===== src/acces_map.svh =====
// Register offsets, field positions and reset values of the clock config/error bank
// Assumes 8-bit register addresses from the device control interface
`ifndef ACCES_MAP_SVH
`define ACCES_MAP_SVH
`define ACCES_ADDR_FSYNC_CFG   8'h3A
`define ACCES_ADDR_RATIO_LOW   8'h3B
`define ACCES_ADDR_ERR_FIRST   8'h3C
`define ACCES_ADDR_ERR_SECOND  8'h3D
`define ACCES_RST_BYTE         8'h00
`define ACCES_BIT_INT_BCLK     7
`define ACCES_BIT_INV_BCLK     6
`define ACCES_RATIO_UP_MSB     5
`define ACCES_ERR0_DSP         7
`define ACCES_ERR0_SRC         4
`define ACCES_ERR0_DEM         3
`define ACCES_ERR0_PDM         2
`define ACCES_ERR0_STOP        1
`define ACCES_ERR1_PBCLK       7
`define ACCES_ERR1_SBCLK       6
`define ACCES_ERR1_CONTROLLER_REFERENCE_CLOCK        5
`define ACCES_ERR1_PFS         4
`define ACCES_ERR1_SFS         3
`define ACCES_STOP_TIME_US     1000
`define ACCES_CLK_MHZ          20
`define ACCES_STOP_CYCLES      (`ACCES_STOP_TIME_US * `ACCES_CLK_MHZ)
`endif


===== src/acces_pkg.sv =====
// Types shared by the clock config and error status bank
// Assumes acces_map.svh supplies the numeric constants
package acces_pkg;
   typedef struct packed {
      logic       dsp_clock_ratio_error;
      logic       rate_converter_ratio_error;
      logic       modulator_rate_error;
      logic       pdm_clock_error;
      logic       audio_clock_stopped;
      logic       primary_bclk_ratio_error;
      logic       secondary_bclk_ratio_error;
      logic       controller_clock_ratio_error;
      logic       primary_frame_error;
      logic       secondary_frame_error;
   } acces_mon_s;

   typedef struct packed {
      logic       gen_enable;
      logic       bclk_internal;
      logic       bclk_invert;
      logic [13:0] ratio;
   } acces_fsync_s;

   typedef struct packed {
      logic        write;
      logic        read;
      logic [7:0]  addr;
      logic [7:0]  wdata;
   } acces_req_s;
endpackage


===== src/acces_stop_timer.sv =====
// Stop detector: flags an audio clock that has been idle for a full interval
// Assumes clock_active is already synchronised to clk
`timescale 1ns/10ps
`include "acces_map.svh"
module acces_stop_timer
   import acces_pkg::*;
#(
   parameter int STOP_CYCLES = `ACCES_STOP_CYCLES
) (
   input  wire logic clk,
   input  wire logic rst_n,
   input  wire logic clock_active,
   output logic      stopped
);
   typedef struct packed {
      logic [31:0] count;
      logic        stopped;
   } acces_tmr_s;

   acces_tmr_s st_q;
   acces_tmr_s st_d;

   always_comb begin
      st_d = st_q;
      if (clock_active) begin
         st_d.count   = '0;
         st_d.stopped = 1'b0;
      end else if (st_q.count >= 32'(STOP_CYCLES - 1)) begin
         st_d.stopped = 1'b1;
      end else begin
         st_d.count = st_q.count + 32'h1;
      end
   end

   always_ff @(posedge clk or negedge rst_n) begin
      if (!rst_n) begin
         st_q <= '0;
      end else begin
         st_q <= st_d;
      end
   end

   assign stopped = st_q.stopped;
endmodule


===== src/acces_bank.sv =====
// Secondary-port frame-sync settings and clock error status registers
// Assumes a byte register port from the control interface, same clock domain,
// and monitor levels from asynchronous clock checkers (synchronised here).
`timescale 1ns/10ps
`include "acces_map.svh"
module acces_bank
   import acces_pkg::*;
#(
   parameter int STOP_CYCLES = `ACCES_STOP_CYCLES
) (
   input  wire logic         clk,
   input  wire logic         rst_n,
   input  wire acces_req_s   req,
   input  wire logic         secondary_controller_select,
   input  wire logic         custom_ratio_mode,
   input  wire logic         audio_clock_active,
   input  wire acces_mon_s   mon,
   output logic [7:0]        rdata,
   output logic              rvalid,
   output acces_fsync_s      fsync_cfg
);
   typedef struct packed {
      logic [1:0]  ctl_sync1;
      logic [1:0]  ctl_sync2;
      acces_mon_s  mon_sync1;
      acces_mon_s  mon_sync2;
      logic [7:0]  cfg5;
      logic [7:0]  cfg6;
      logic [7:0]  err0;
      logic [7:0]  err1;
      logic [7:0]  rdata;
      logic        rvalid;
      acces_fsync_s fsync;
   } acces_state_s;

   acces_state_s st_q;
   acces_state_s st_d;
   logic         stopped;

   // ------------------------------------------------------------
   // Clock stop timer
   // ------------------------------------------------------------
   acces_stop_timer #(
      .STOP_CYCLES (STOP_CYCLES)
   ) u_stop (
      .clk          (clk),
      .rst_n        (rst_n),
      .clock_active (st_q.ctl_sync2[1]),
      .stopped      (stopped)
   );

   function automatic logic [7:0] acces_read(input acces_state_s s, input logic [7:0] a);
      logic [7:0] v;
      v = `ACCES_RST_BYTE;
      unique case (a)
         `ACCES_ADDR_FSYNC_CFG:  v = s.cfg5;
         `ACCES_ADDR_RATIO_LOW:  v = s.cfg6;
         `ACCES_ADDR_ERR_FIRST:  v = s.err0;
         `ACCES_ADDR_ERR_SECOND: v = s.err1;
         default:                v = `ACCES_RST_BYTE;
      endcase
      return v;
   endfunction

   // ------------------------------------------------------------
   // Next state
   // ------------------------------------------------------------
   always_comb begin
      st_d = st_q;
      // Monitors come from other clock domains
      st_d.ctl_sync1 = {audio_clock_active, custom_ratio_mode};
      st_d.ctl_sync2 = st_q.ctl_sync1;
      st_d.mon_sync1 = mon;
      st_d.mon_sync2 = st_q.mon_sync1;

      if (req.write) begin
         if (req.addr == `ACCES_ADDR_FSYNC_CFG) begin
            st_d.cfg5 = req.wdata;
         end
         if (req.addr == `ACCES_ADDR_RATIO_LOW) begin
            st_d.cfg6 = req.wdata;
         end
         // Status addresses take no write; flags follow monitors, custom_ratio_mode and the stop timer only
      end

      // Level flags track live conditions, reserved bits stay zero
      st_d.err0 = `ACCES_RST_BYTE;
      st_d.err0[`ACCES_ERR0_DSP]  = st_q.mon_sync2.dsp_clock_ratio_error;
      st_d.err0[`ACCES_ERR0_SRC]  = st_q.mon_sync2.rate_converter_ratio_error
                                    & ~st_q.ctl_sync2[0];
      st_d.err0[`ACCES_ERR0_DEM]  = st_q.mon_sync2.modulator_rate_error;
      st_d.err0[`ACCES_ERR0_PDM]  = st_q.mon_sync2.pdm_clock_error;
      st_d.err0[`ACCES_ERR0_STOP] = stopped | st_q.mon_sync2.audio_clock_stopped;
      st_d.err1 = `ACCES_RST_BYTE;
      st_d.err1[`ACCES_ERR1_PBCLK] = st_q.mon_sync2.primary_bclk_ratio_error;
      st_d.err1[`ACCES_ERR1_SBCLK] = st_q.mon_sync2.secondary_bclk_ratio_error;
      st_d.err1[`ACCES_ERR1_CONTROLLER_REFERENCE_CLOCK]  = st_q.mon_sync2.controller_clock_ratio_error;
      st_d.err1[`ACCES_ERR1_PFS]   = st_q.mon_sync2.primary_frame_error;
      st_d.err1[`ACCES_ERR1_SFS]   = st_q.mon_sync2.secondary_frame_error;

      st_d.rvalid = req.read;
      st_d.rdata  = req.read ? acces_read(st_q, req.addr) : `ACCES_RST_BYTE;

      // Settings reach the generator only in controller configuration
      st_d.fsync.gen_enable    = secondary_controller_select;
      st_d.fsync.bclk_internal = secondary_controller_select & st_q.cfg5[`ACCES_BIT_INT_BCLK];
      st_d.fsync.bclk_invert   = secondary_controller_select & st_q.cfg5[`ACCES_BIT_INV_BCLK];
      st_d.fsync.ratio         = secondary_controller_select ?
                                 {st_q.cfg5[`ACCES_RATIO_UP_MSB:0], st_q.cfg6} : 14'h0000;
   end

   always_ff @(posedge clk or negedge rst_n) begin
      if (!rst_n) begin
         st_q <= '0;
      end else begin
         st_q <= st_d;
      end
   end

   assign rdata     = st_q.rdata;
   assign rvalid    = st_q.rvalid;
   assign fsync_cfg = st_q.fsync;
endmodule


===== config.mk =====
export PLATFORM = sky130hd
export DESIGN_NAME = acces_bank
export DESIGN_NICKNAME = d
export VERILOG_FILES = /design/src/acces_pkg.sv /design/src/acces_stop_timer.sv /design/src/acces_bank.sv
export VERILOG_INCLUDE_DIRS = /design/src
export SDC_FILE = /design/constraint.sdc
export NUM_CORES = 1
export LEC_CHECK = 0
export ABC_AREA = 1
export BUFFER_PORTS_ARGS = -buffer_cell sky130_fd_sc_hd__buf_2
export CORE_MARGIN = 2
export CORE_UTILIZATION = 35
export DETAILED_ROUTE_END_ITERATION = 10
export GPL_ROUTABILITY_DRIVEN = 0
export HOLD_SLACK_MARGIN = 0.08
export SYNTH_ARGS = -nofsm -noshare
export SYNTH_HDL_FRONTEND = slang
export SYNTH_HIERARCHICAL = 1
export SYNTH_SLANG_ARGS = --single-unit

===== constraint.sdc =====
create_clock -name clk -period 1.6 [get_ports clk]
set_input_delay 0.4 -clock clk [delete_from_list [all_inputs] [get_ports clk]]
set_output_delay 0.4 -clock clk [all_outputs]
set_load 0.02 [all_outputs]

## Word-level counts from Yosys, hierarchy flattened

Cells that the tools add are included.

| cells by class | value |
|---|---|
| eq/ne operators | 5 |
| bitwise logic cells | 5 |
| mux-type cells | 6 |
| add/subtract/negate cells | 1 |
| $lt $le $gt $ge | 1 |
| reduce and logical (&&, ||, !) cells | 3 |

Operators by type and width:

| operator | number |
|---|---|
| $mux W33 | 1 |
| $add A32 B1 Y32 const B | 1 |
| $eq A8 B6 Y1 const B | 4 |
| $ge A32 B15 Y1 const B | 1 |
| $mux W32 | 1 |
| $pmux W8 S4 | 1 |
| $mux W14 | 1 |
| $mux W8 | 1 |
| $reduce_and A2 Y1 | 2 |
| $and A1 B1 Y1 | 3 |
| $ne A2 B2 Y1 const B | 1 |
| $reduce_bool A2 Y1 | 1 |
| $mux W1 | 1 |
| $not A1 Y1 | 1 |
| $or A1 B1 Y1 | 1 |

| word-level totals | value |
|---|---|
| flip-flop bits (word level) | 109 |
| logic and storage cells | 55 |
| output and inout bits | 26 |

## Longest topological paths before layout

Gate-level depths: netlist of run 1.

| depth | value |
|---|---|
| depth after elaboration | 3 |
| gate-level depth with buffers | 11 |

## Hierarchy

Netlist of run 1, hierarchy kept.

Modules (own cells, without submodules):

| module | area an instance (um^2) | instances | cells an instance | sequential area each (um^2) |
|---|---|---|---|---|
| acces_bank | 2,892.8 | 1 | 264 | 1,901.8 |
| acces_stop_timer | 1,729.2 | 1 | 236 | 825.8 |

## Worst setup path before layout of run 1

OpenSTA, ideal clock, no wires.

| path | value |
|---|---|
| path kind | register -> register |
| start | register u_stop/st_q[1] (netlist bit) |
| end | register u_stop/st_q[8] (netlist bit) |
| arrival | 1.395 ns |
| setup slack | 0.088 ns |
| required time | 1.483 ns |
| stages on the path, launching flop included | 12 |
| buffers on the path | 1 |
| clock period less this slack | 1.512 ns |
| cell sequence | dfrtp_1 > ha_1 > inv_1 > nor2_2 > nand3_1 > nand2_1 > nand2_2 > nand3_4 > nand2_4 > buf_6 > nand2_1 > nand2_1 |

| between the ends | value |
|---|---|
| cells in the longest elaborated chain, start to end | 3 |
| elaborated cells on any way between the ends | 5 |
| classes of those cells | add/sub (1); order compare (1); eq/ne (1); mux (2) |

RTL lines:

| element | RTL line | source |
|---|---|---|
| start: declaration | acces_stop_timer.sv:20 | `acces_tmr_s st_q;` |
| start signal: assignment | acces_stop_timer.sv:39 | `st_q <= st_d;` |
| $add A32 B1 Y32 | acces_stop_timer.sv:31 | `st_d.count = st_q.count + 32'h1;` |
| $mux W32 | acces_stop_timer.sv:28 | `end else if (st_q.count >= 32'(STOP_CYCLES - 1)) begin` |
| $mux W33 | acces_stop_timer.sv:25 | `if (clock_active) begin` |

Several ways; a longest one is shown, not always the timed one. The select of a mux whose other input is x is not followed.
A chain may end at the register's enable or synchronous reset.

## Worst setup path after layout of run 1

| path | value |
|---|---|
| start | register u_stop/st_q[10] (netlist bit) |
| end | register u_stop.st_q (netlist bit u_stop/stopped) |

| between the ends | value |
|---|---|
| cells in the longest elaborated chain, start to end | 2 |

RTL lines:

| element | RTL line |
|---|---|
| $ge A32 B15 Y1 | acces_stop_timer.sv:28 |
| $reduce_bool A2 Y1 (no source line) | n/a |

Every way passes these cells.

==> results by group, run 1 <==
Yosys
  • Netlist cell types: 25
  • Most used DFF post-synth: dfrtp_1
  • Synth warn: 6
  • Cell taking the most area after synthesis: dfrtp_1
  • Cells after Synth: 500
  • Yosys reg bits: about 110
  • Top post-synthesis cells by count: 128 x nand2_1, 109 x dfrtp_1, 66 x nor2_1
  • Number of synthesized flops with an enable pin: 0
  • Most frequent cell after synthesis: nand2_1
  • Post-Syn Area: about 4600 µm²
  • Post-synth ARST share: 1.00
  • Seq/Total Area, Yosys: 0.590
  • Synth top area share: 0.590
  • Synthesized Nets: ~530
  • Synth area leaders: dfrtp_1 59%, nand2_1 10%, nand3_1 5.7%, nor2_1 5.4%, inv_1 4.2%
  • Syn Area/Cell: 9.24 µm²

Clock network
  • CTS Buf Count: 9
  • Root Buffer: clkbuf_16
  • Worst-path clk slew: approximately 0.07 ns
  • Clock buffer depth: 2
  • CTS resizes: 0
  • Htree depth: 3
  • Insertion delay to the later sink of the worst-skew pair: 0.35 ns
  • Post-CTS setup buffers: 0
  • CTS tree: built
  • CTS sink count: between 100 and 150
  • Hold Buf Count CTS: 1

Finish
  • Layout cells sized above 1: 0.196
  • Area growth syn-to-layout: 15.8%
  • Antenna Cells: 0
  • Final instance area: about 5400 µm²
  • Final Non-Filler Cells: roughly 720
  • Final layout net count: 581

Critical path
  • CP arrival: 1.70 ns
  • Reg2Reg Depth: 9
  • Critical path capture point type: flop
  • Most frequent CP cell: nor2_1
  • Required @ worst endpoint: 1.83 ns
  • Crit-path slowest cell: dfrtp_1
  • CP cell instances: nand2_1 -> inv_1 -> nand2_1 -> nor2_1 -> nor2_1 -> nand3_4 -> buf_4 -> nor2_1 -> nor2_1
  • Type of element launching the critical path: flop
  • Reg2reg end: u_stop/stopped
  • Reg2Reg Setup Slack: approximately 0.13 ns
  • Crit-path max FO: 8
  • Reg-to-Reg Start: u_stop/st_q[10]
  • CP delay by family, top: simple AND/OR/NAND/NOR gates
  • Crit path buffers/inverters: 2
  • Max incr delay on CP: 0.44 ns
  • Critical path class: flop to flop

Power and ir drop
  • PwrDens: 1040 nW/µm²
  • VDD IR max: ~0.56 mV
  • Lkg Pwr: ~3 nW

Floorplan
  • Starting Density: 0.362
  • Site Rows: 41
  • Die Span Y: 119 µm
  • Die width: approximately 120 µm
  • Core area: around 13000 µm²
  • I/O pin count: a little under 60
  • DIE AREA: 14100 µm²

Detailed routing
  • Detailed Route WL: 8640 µm
  • Drt pass-1 iters: 4
  • Iteration-0 DRC Markers: 193
  • Residual DRC: 0
  • Via density: 4.41
  • Post-DR wirelength/cell: about 12 µm
  • Post-route ant nets: 0
  • Via count: 3193

Timing
  • Setup Total Neg Slack: 0 ns
  • Period utilization: 0.919
  • Hold Vio Cnt, Final: 0
  • Final setup violating endpoints: 0
  • Crit path time final: approximately 1.5 ns
  • Fmax: around 0.68 GHz
  • PnR worst setup slack: 0.130 ns
  • Fin. max-slew vios: 0
  • Slew @ Worst Pin: between 0.3 and 0.4 ns
  • Clock Skew: between 0.01 and 0.015 ns
  • RSZ-0062 raised after global routing: no
  • WHS: between 0.15 and 0.2 ns
  • Slew HR: 0.742

Global routing
  • Initial antenna violation count: 0
  • Met1 usage: 0.173
  • Gr busiest metal: met2
  • Global Route met2 Usage: 0.215
  • Vias in the first global route: 3211
  • Largest net degree at the start of global routing: 61
  • Tot GR Track Use: 0.133
  • GRT overflow: 0
  • Grt met3 use: 0.0321
  • First-pass GRT wire length: roughly 15000 µm

Place
  • Placement Setup Slack: ~0.15 ns
  • Placed cell count: 707
  • Area after DPL: approximately 5000 µm²
  • Post-DP HPWL: about 6100 µm
  • IO buf count: 58

Hold path
  • Hold EP: st_d[79]
  • Hold Crit Depth: 1
  • Hold path startpoint: audio_clock_active
  • Hold Path Class: input pin to flop

Run status
  • Status: completed

Job
  • Max-cap violation count: 0
-- area by class of cell --
cell class	count	area, µm²
Clock inverter	6	93.8
Timing Repair Buffer	73	445
Fill cell	1237	7420
Inverter	55	206
Multi-Input combinational cell	299	1420
Clock buffer	10	239
Tap cell	172	215
Sequential cell	109	2730
-- cells by family (layout without fill, tap and decap cells) --
logic type               Yosys count  count (layout)  share of synthesized area
AND/OR/NAND/NOR                  270             270                      0.267
flip-flops                       109             109                      0.590
buffers and inverters             92             144                      0.102
AO/OA/AOI/OAI                     20              20                     0.0227
adder cells (fa/ha/maj)            1               1                    0.00271
XOR/XNOR                           8               8                     0.0152
-- routing by layer --
metal | wire length (µm) | up-vias
li1 | - | 1607
met1 | 3930 | 1507
met2 | 4160 | 62
met3 | 367 | 17
met4 | 181 | 0
met5 | 0 | -
-- through the flow --
stage / utilization / power (W)
floorplan: - / 0.00306
global placement: 0.392 / 0.00321
detailed placement: 0.392 / 0.00321
CTS: 0.419 / 0.00566
global route: 0.419 / 0.00583
finish: 0.419 / 0.00559
-- worst register-to-register path, delay by kind of cell, from the launching register on --
kind | cells | cell delay [ns]
AND/OR/NAND/NOR | 7 | 0.66
flip-flops | 1 | 0.44
buffers and inverters | 2 | 0.25
-- placed cells by master, fill, tap and decap left out, types with 2 or more instances in the layout --
| cell type | synthesis | layout |
|---|---|---|
| nand4_1 | 5 | 5 |
| buf_12 | 0 | 3 |
| clkbuf_16 | 0 | 9 |
| bufinv_16 | 0 | 2 |
| xnor2_1 | 3 | 3 |
| nand2_4 | 4 | 4 |
| dfrtp_1 | 109 | 109 |
| nor2_8 | 5 | 5 |
| nand2_2 | 5 | 5 |
| buf_2 | 1 | 57 |
| inv_6 | 0 | 2 |
| xor2_1 | 5 | 5 |
| nand2_1 | 128 | 128 |
| nor2_1 | 66 | 66 |
| inv_2 | 3 | 3 |
| o21bai_1 | 2 | 2 |
| nand3_1 | 53 | 53 |
| buf_4 | 25 | 12 |
| inv_1 | 52 | 52 |
| o21ai_0 | 16 | 16 |
-- power breakdown --
part           switching [W]  internal (W)
registers          0.0000373       0.00283
logic               0.000191     0.0000922
clock network        0.00101       0.00143
total                0.00123       0.00435
-- state kept, by name, indices dropped and copies added, names as in the netlist --
register	flops
u_stop/st_q	32
st_q	30
st_d	20
fsync_cfg	17
rdata	8
rvalid	1
u_stop/stopped	1
-- worst max path at each step --
stage / cells past startpoint / from / slack, ns / endpoint
after floorplan: 11 / u_stop/st_q[1] / 0.09 / u_stop/st_q[8]
after global placement: 9 / u_stop/st_q[10] / 0.14 / u_stop/stopped
after detailed placement: 10 / u_stop/st_q[1] / 0.15 / u_stop/stopped
after CTS: 9 / u_stop/st_q[10] / 0.11 / u_stop/stopped
after global routing: 9 / u_stop/st_q[11] / 0.03 / u_stop/stopped
final: 9 / u_stop/st_q[10] / 0.13 / u_stop/stopped
Note: power is estimated with default switching activity, not from simulation.
==> run 2: changes to the inputs <==
- REMOVE_ABC_BUFFERS: unset -> 1
- SKIP_LAST_GASP: unset -> 1
==> results by group, run 2 (synthesis gave the netlist of run 1 again) <==
Clock network
  • Clock buffer depth: 2 (unchanged)
  • Root Buffer: clkbuf_16 (unchanged)
  • CTS sink count: 109 (unchanged)
  • Post-CTS setup buffers: 0 (unchanged)
  • CTS Buf Count: 9 (unchanged)
  • CTS tree: built (unchanged)
  • Htree depth: 3 (unchanged)
  • Insertion delay to the later sink of the worst-skew pair: 0.35 ns (about the same)
  • Worst-path clk slew: 0.07 ns (about the same)

Place
  • Post-DP HPWL: 6280 µm (was 6140 µm)
  • IO buf count: 58 (unchanged)

Global routing
  • First-pass GRT wire length: 14900 µm (was 15000 µm)
  • Vias in the first global route: 3113 (was 3211)
  • Largest net degree at the start of global routing: 35 (was 61)
  • Initial antenna violation count: 0 (unchanged)
  • GRT overflow: 0 (unchanged)
  • Tot GR Track Use: 0.132 (was 0.133)

Critical path
  • CP arrival: 1.68 ns (was 1.70 ns)
  • Required @ worst endpoint: 1.84 ns (was 1.83 ns)
  • Type of element launching the critical path: flop (unchanged)
  • Critical path class: flop to flop (unchanged)
  • Reg2Reg Depth: 10 (was 9)
  • Crit-path max FO: 15 (was 8)
  • Critical path capture point type: flop (unchanged)

Power and ir drop
  • VDD IR max: 0.715 mV (was 0.558 mV)
  • Clock share of power: 0.399 (was 0.435)
  • Lkg Pwr: 2.99 nW (was 3.01 nW)
  • Register share of total power: 0.547 (was 0.514)
  • Sw frac: 0.238 (was 0.221)
  • Net load switching power: 0.00125 W (was 0.00123 W)
  • Pwr Total: 0.00526 W (was 0.00559 W)
  • PwrDens: 991 nW/µm² (was 1040 nW/µm²)
  • Int Pwr: 0.00401 W (was 0.00435 W)
  • Comb pwr share: 0.055 (was 0.051)

Finish
  • Area growth syn-to-layout: 14.9% (was 15.8%)
  • Layout cells sized above 1: 0.201 (was 0.196)
  • Final design utilization: 0.416 (was 0.419)
  • Largest register by flop count: u_stop/st_q (unchanged)
  • Commonest non-fill, non-tap cell in the layout: nand2_1 (unchanged)
  • Final layout net count: 581 (unchanged)
  • Antenna Cells: 0 (unchanged)
  • Max FFs per register: 32 (unchanged)
  • Most frequent cells in the layout: 128 x nand2_1, 109 x dfrtp_1, 64 x nor2_1 (was 128 x nand2_1, 109 x dfrtp_1, 66 x nor2_1)

Timing
  • RSZ-0062 raised after global routing: yes (was no)
  • Clock Skew: 0.00634 ns (was 0.0101 ns)
  • Crit path time final: 1.44 ns (was 1.47 ns)
  • Setup Total Neg Slack: 0 ns (unchanged)
  • Fmax: 0.696 GHz (was 0.680 GHz)
  • WHS: 0.155 ns (was 0.151 ns)
  • Fin. max-slew vios: 0 (unchanged)
  • Slew @ Worst Pin: 0.455 ns (was 0.387 ns)
  • Final setup violating endpoints: 0 (unchanged)
  • Hold Vio Cnt, Final: 0 (unchanged)
  • Period utilization: 0.898 (was 0.919)
  • Slew HR: 0.697 (was 0.742)

Floorplan
  • Die width: 119 µm (unchanged)
  • Starting Density: 0.362 (unchanged)
  • DIE AREA: 14100 µm² (unchanged)
  • Core area: 12800 µm² (unchanged)
  • Die Span Y: 119 µm (unchanged)
  • Site Rows: 41 (unchanged)
  • I/O pin count: 59 (unchanged)

Job
  • Max-cap violation count: 0 (unchanged)

Run status
  • Status: completed (unchanged)

Detailed routing
  • Via count: 3225 (was 3193)
  • Post-DR wirelength/cell: 12.0 µm (was 11.9 µm)
  • Detailed Route WL: 8700 µm (was 8640 µm)
  • Drt pass-1 iters: 4 (unchanged)
  • Via density: 4.45 (was 4.41)
  • Residual DRC: 0 (unchanged)
  • Post-route ant nets: 0 (unchanged)
  • Iteration-0 DRC Markers: 217 (was 193)

Hold path
  • Hold Crit Depth: 1 (unchanged)
  • Hold Path Class: input pin to flop (unchanged)
==> run 2: cell types whose count changed in the layout (fill, tap and decap cells not counted), sizes merged <==
cell	change
inv	+1
bufinv	-2
clkinv	+2
clkbuf	-1
==> run 2: area by class of cell <==
cell class              instances  area, µm²
clock buffers                   9        225
well taps                     172        215
flip-flops and latches        109       2730
multi-input cells             299       1430
clock inverters                 7       57.6
inverters                      55        206
repair buffers                 73        445
fillers                      1243       7460
==> run 2: metal layers <==
metal  up-vias  global-route usage  part of all wire
met5         -                   0                 0
met3        10              0.0345             0.049
met2        92               0.205              0.47
met4         0              0.0454             0.013
met1      1520               0.180              0.47
li1       1603                   -                 -
==> run 2: critical path, stage by stage, from the launching register on <==
cell     delay (ns)
dfrtp_1        0.36
ha_2           0.21
inv_1          0.06
nor2_2         0.12
nand3_1        0.08
nand2_1        0.08
nand2_2        0.06
nand3_4        0.08
nand2_4        0.13
nand2_1        0.11
nand2_1        0.05
==> run 2: through the flow <==
| stage | cell area, µm² | instances | worst slack [ns] |
|---|---|---|---|
| floorplan | 4360 | 463 | 0.0187 |
| global placement | 5010 | 707 | 0.141 |
| detailed placement | 5010 | 707 | 0.0868 |
| CTS | 5300 | 724 | 0.120 |
| global route | 5310 | 724 | -0.0240 |
| finish | 5310 | 724 | 0.163 |
==> run 2: path summary, 6_finish.rpt <==
path / to / slack (ns) / startpoint
worst min register to register: st_q[63] / 0.35 / st_d[63]
worst max register to register: u_stop/st_q[6] / 0.16 / u_stop/st_q[1]
worst min-delay path: st_d[58] / 0.15 / mon[0]
min in group asynchronous: rvalid / 0.54 / rst_n
worst max-delay path: u_stop/st_q[6] / 0.16 / u_stop/st_q[1]
max in group asynchronous: st_q[55] / 0.55 / rst_n
==> run 2: repair_timing <==
item | in CTS | in global routing
hold buffers | 1 | 0
endpoints found under the setup margin | 0 | 7
gates resized for setup | 0 | 3
hold endpoints to repair | 28 | 0
==> run 2: power by group through the flow <==
| stage | Combinational (W) | Sequential [W] | Clock (W) |
|---|---|---|---|
| after detailed placement | 0.000291 | 0.00293 | 0 |
| after global routing | 0.000327 | 0.00288 | 0.00229 |
| after floorplan | 0.0000858 | 0.00294 | 0 |
| final | 0.000288 | 0.00288 | 0.00210 |
| after CTS | 0.000295 | 0.00288 | 0.00217 |
| after global placement | 0.000287 | 0.00293 | 0 |
==> run 3: changes to the inputs <==
- ABC_AREA: 1 -> unset
- HOLD_SLACK_MARGIN: 0.08 -> 0.02
- SKIP_CTS_REPAIR_TIMING: unset -> 1
==> results by group, run 3 <==
Timing
  • Crit path time final: 2.19 ns (was 1.44 ns)
  • Clock Skew: 0.00704 ns (was 0.00634 ns)
  • Slew HR: 0.756 (was 0.697)
  • PnR worst setup slack: -0.589 ns (was 0.163 ns)
  • RSZ-0062 raised after global routing: yes (unchanged)
  • Fin. max-slew vios: 0 (unchanged)
  • Period utilization: 1.37 (was 0.898)
  • Slew @ Worst Pin: 0.365 ns (was 0.455 ns)
  • Fmax: 0.457 GHz (was 0.696 GHz)
  • Final setup violating endpoints: 16 (was 0)
  • Hold Vio Cnt, Final: 0 (unchanged)

Clock network
  • CTS Buf Count: 9 (unchanged)
  • CTS sink count: 109 (unchanged)
  • CTS tree: built (unchanged)
  • Root Buffer: clkbuf_16 (unchanged)
  • Htree depth: 3 (unchanged)
  • Clock buffer depth: 2 (unchanged)
  • Worst-path clk slew: 0.08 ns (was 0.07 ns)
  • Insertion delay to the later sink of the worst-skew pair: 0.35 ns (about the same)

Place
  • Post-DP HPWL: 5240 µm (was 6280 µm)
  • IO buf count: 58 (unchanged)
  • Area after DPL: 4750 µm² (was 5010 µm²)

Job
  • Max-cap violation count: 0 (unchanged)

Power and ir drop
  • Int Pwr: 0.00424 W (was 0.00401 W)
  • Pwr Total: 0.00552 W (was 0.00526 W)
  • Clock share of power: 0.426 (was 0.399)
  • PwrDens: 1070 nW/µm² (was 991 nW/µm²)
  • Sw frac: 0.232 (was 0.238)
  • VDD IR max: 0.556 mV (was 0.715 mV)
  • Register share of total power: 0.519 (was 0.547)
  • Lkg Pwr: 2.52 nW (was 2.99 nW)
  • Comb pwr share: 0.055 (about the same)
  • Net load switching power: 0.00128 W (was 0.00125 W)

Detailed routing
  • Residual DRC: 0 (unchanged)
  • Post-route ant nets: 0 (unchanged)
  • Drt pass-1 iters: 4 (unchanged)
  • Via density: 4.69 (was 4.45)
  • Via count: 2540 (was 3225)
  • Detailed Route WL: 7570 µm (was 8700 µm)
  • Iteration-0 DRC Markers: 100 (was 217)
  • Post-DR wirelength/cell: 14.0 µm (was 12.0 µm)

Critical path
  • Max incr delay on CP: 0.57 ns (was 0.36 ns)
  • Reg2Reg Setup Slack: -0.59 ns (was 0.16 ns)
  • Required @ worst endpoint: 1.86 ns (was 1.84 ns)
  • Critical path capture point type: flop (unchanged)
  • Crit-path max FO: 5 (was 15)
  • Critical path class: flop to flop (unchanged)
  • CP arrival: 2.45 ns (was 1.68 ns)
  • Reg-to-Reg Start: u_stop/st_q[2] (was u_stop/st_q[1])
  • Reg2Reg Depth: 7 (was 10)
  • Type of element launching the critical path: flop (unchanged)
  • Crit-path slowest cell: or4_4 (was dfrtp_1)
  • Reg2reg end: u_stop/st_q[10] (was u_stop/st_q[6])
  • CP cell instances: ha_2 -> nand4_1 -> a2111oi_1 -> or4_4 -> buf_6 -> or4_1 -> a21oi_1 (was ha_2 -> inv_1 -> nor2_2 -> nand3_1 -> nand2_1 -> nand2_2 -> nand3_4 -> nand2_4 -> nand2_1 -> nand2_1)

Yosys
  • Seq/Total Area, Yosys: 0.651 (was 0.590)
  • Syn Area/Cell: 13.3 µm² (was 9.24 µm²)
  • Cell taking the most area after synthesis: dfrtp_1 (unchanged)
  • Most used DFF post-synth: dfrtp_1 (unchanged)
  • Synth top area share: 0.651 (was 0.590)
  • Most frequent cell after synthesis: dfrtp_1 (was nand2_1)
  • Number of synthesized flops with an enable pin: 0 (unchanged)
  • Netlist cell types: 41 (was 25)
  • Post-Syn Area: 4190 µm² (was 4620 µm²)
  • Synth warn: 6 (unchanged)
  • Post-synth ARST share: 1.00 (unchanged)
  • Cells after Synth: 314 (was 500)
  • Yosys reg bits: 109 (unchanged)
  • Synth area leaders: dfrtp_1 65%, buf_4 4.7%, mux2_2 3.2%, mux2_4 2.9%, nor2b_1 2.8% (was dfrtp_1 59%, nand2_1 10%, nand3_1 5.7%, nor2_1 5.4%, inv_1 4.2%)
  • Top post-synthesis cells by count: 109 x dfrtp_1, 26 x buf_4, 19 x nor2b_1 (was 128 x nand2_1, 109 x dfrtp_1, 66 x nor2_1)

Floorplan
  • Die Span Y: 113 µm (was 119 µm)
  • Site Rows: 39 (was 41)
  • I/O pin count: 59 (unchanged)
  • DIE AREA: 12900 µm² (was 14100 µm²)
  • Core area: 11600 µm² (was 12800 µm²)
  • Starting Density: 0.362 (about the same)
  • Die width: 113 µm (was 119 µm)

Hold path
  • Hold EP: st_d[65] (was st_d[58])
  • Hold Path Class: input pin to flop (unchanged)
  • Hold Crit Depth: 1 (unchanged)
  • Hold path startpoint: mon[7] (was mon[0])

Finish
  • Commonest non-fill, non-tap cell in the layout: dfrtp_1 (was nand2_1)
  • Antenna Cells: 0 (unchanged)
  • Most frequent cells in the layout: 109 x dfrtp_1, 57 x buf_2, 41 x buf_4 (was 128 x nand2_1, 109 x dfrtp_1, 64 x nor2_1)
  • Final layout net count: 428 (was 581)
  • Max FFs per register: 32 (unchanged)
  • Area growth syn-to-layout: 23.1% (was 14.9%)
  • Largest register by flop count: u_stop/st_q (unchanged)
  • Final design utilization: 0.446 (was 0.416)
  • Final instance area: 5160 µm² (was 5310 µm²)
  • Layout cells sized above 1: 0.386 (was 0.201)
  • Fillers: 1036 (was 1243)

Global routing
  • Initial antenna violation count: 0 (unchanged)
  • Vias in the first global route: 2577 (was 3113)
  • Tot GR Track Use: 0.123 (was 0.132)
  • GRT overflow: 0 (unchanged)
  • First-pass GRT wire length: 12700 µm (was 14900 µm)
  • Largest net degree at the start of global routing: 40 (was 35)

Run status
  • Status: finished, violations left (was completed)
  • Failing checks: setup timing
-- run 3: cell count changes after synthesis, moves of 16 or more --
cell / previous run / this run
nor2b_1: 0 / 19
inv_1: 52 / 5
nand3_1: 53 / 4
nor2_1: 66 / 14
nand2_1: 128 / 7
o21ai_0: 16 / 0
and2_1: 0 / 16
-- run 3: logic make-up after synthesis --
| group | synth area share |
|---|---|
| flip-flops | 0.651 |
| AND/OR/NAND/NOR | 0.150 |
| buffers and inverters | 0.0636 |
| AO/OA/AOI/OAI | 0.0505 |
| multiplexers | 0.0800 |
| XOR/XNOR | 0.00209 |
| adder cells (fa/ha/maj) | 0.00299 |
-- run 3: through the flow --
stage | worst slack [ns] | std cells | TNS, ns | hold WS [ns]
3_5_place_dp | -0.601 | 521 | -9.82 | 0.300
5_1_grt | -0.680 | 542 | -9.20 | 0.143
4_1_cts | -0.676 | 537 | -8.79 | -0.0760
6_report | -0.589 | 542 | -7.79 | 0.157
3_3_place_gp | -0.562 | 521 | -9.09 | 0.297
2_1_floorplan | -0.737 | 279 | -9.46 | 0.104
-- run 3: worst max path at each step --
stage / to / cells past startpoint / from
4_1_cts: u_stop/st_q[10] / 6 / u_stop/st_q[26]
5_1_grt: u_stop/st_q[10] / 6 / u_stop/st_q[21]
3_5_place_dp: u_stop/st_q[8] / 7 / u_stop/st_q[1]
2_1_floorplan: u_stop/st_q[10] / 6 / u_stop/st_q[1]
3_3_place_gp: u_stop/st_q[8] / 7 / u_stop/st_q[1]
6_report: u_stop/st_q[10] / 7 / u_stop/st_q[2]
-- run 3: layer usage --
metal / up-vias / global-route usage / routed length (µm)
li1: 1221 / - / -
met1: 1241 / 0.171 / 3560
met2: 67 / 0.192 / 3530
met3: 11 / 0.0372 / 384
met4: 0 / 0.0293 / 93
met5: - / 0 / 0
-- run 3: power groups by stage --
stage | Sequential (W) | Clock, W | Combinational (W)
floorplan | 0.00294 | 0 | 0.0000819
global placement | 0.00292 | 0 | 0.000293
detailed placement | 0.00292 | 0 | 0.000301
CTS | 0.00287 | 0.00243 | 0.000302
global route | 0.00287 | 0.00254 | 0.000338
finish | 0.00287 | 0.00235 | 0.000301
-- run 3: critical path: cells and delay by family, from the launching register on --
kind	cells	cell delay, ns
simple gates	3	1.16
flops	1	0.39
compound gates	2	0.22
fa+ha+maj	1	0.19
buf+inv	1	0.15
-- run 3: cell type report --
cell class / count / area (µm²) / share of cell area
repair buffers: 104 / 673 / 0.130
inverters: 5 / 18.8 / 0.00364
multi-input cells: 165 / 1240 / 0.240
flip-flops and latches: 109 / 2730 / 0.529
well taps: 143 / 179 / 0.0347
clock inverters: 7 / 100 / 0.0194
clock buffers: 9 / 225 / 0.0436
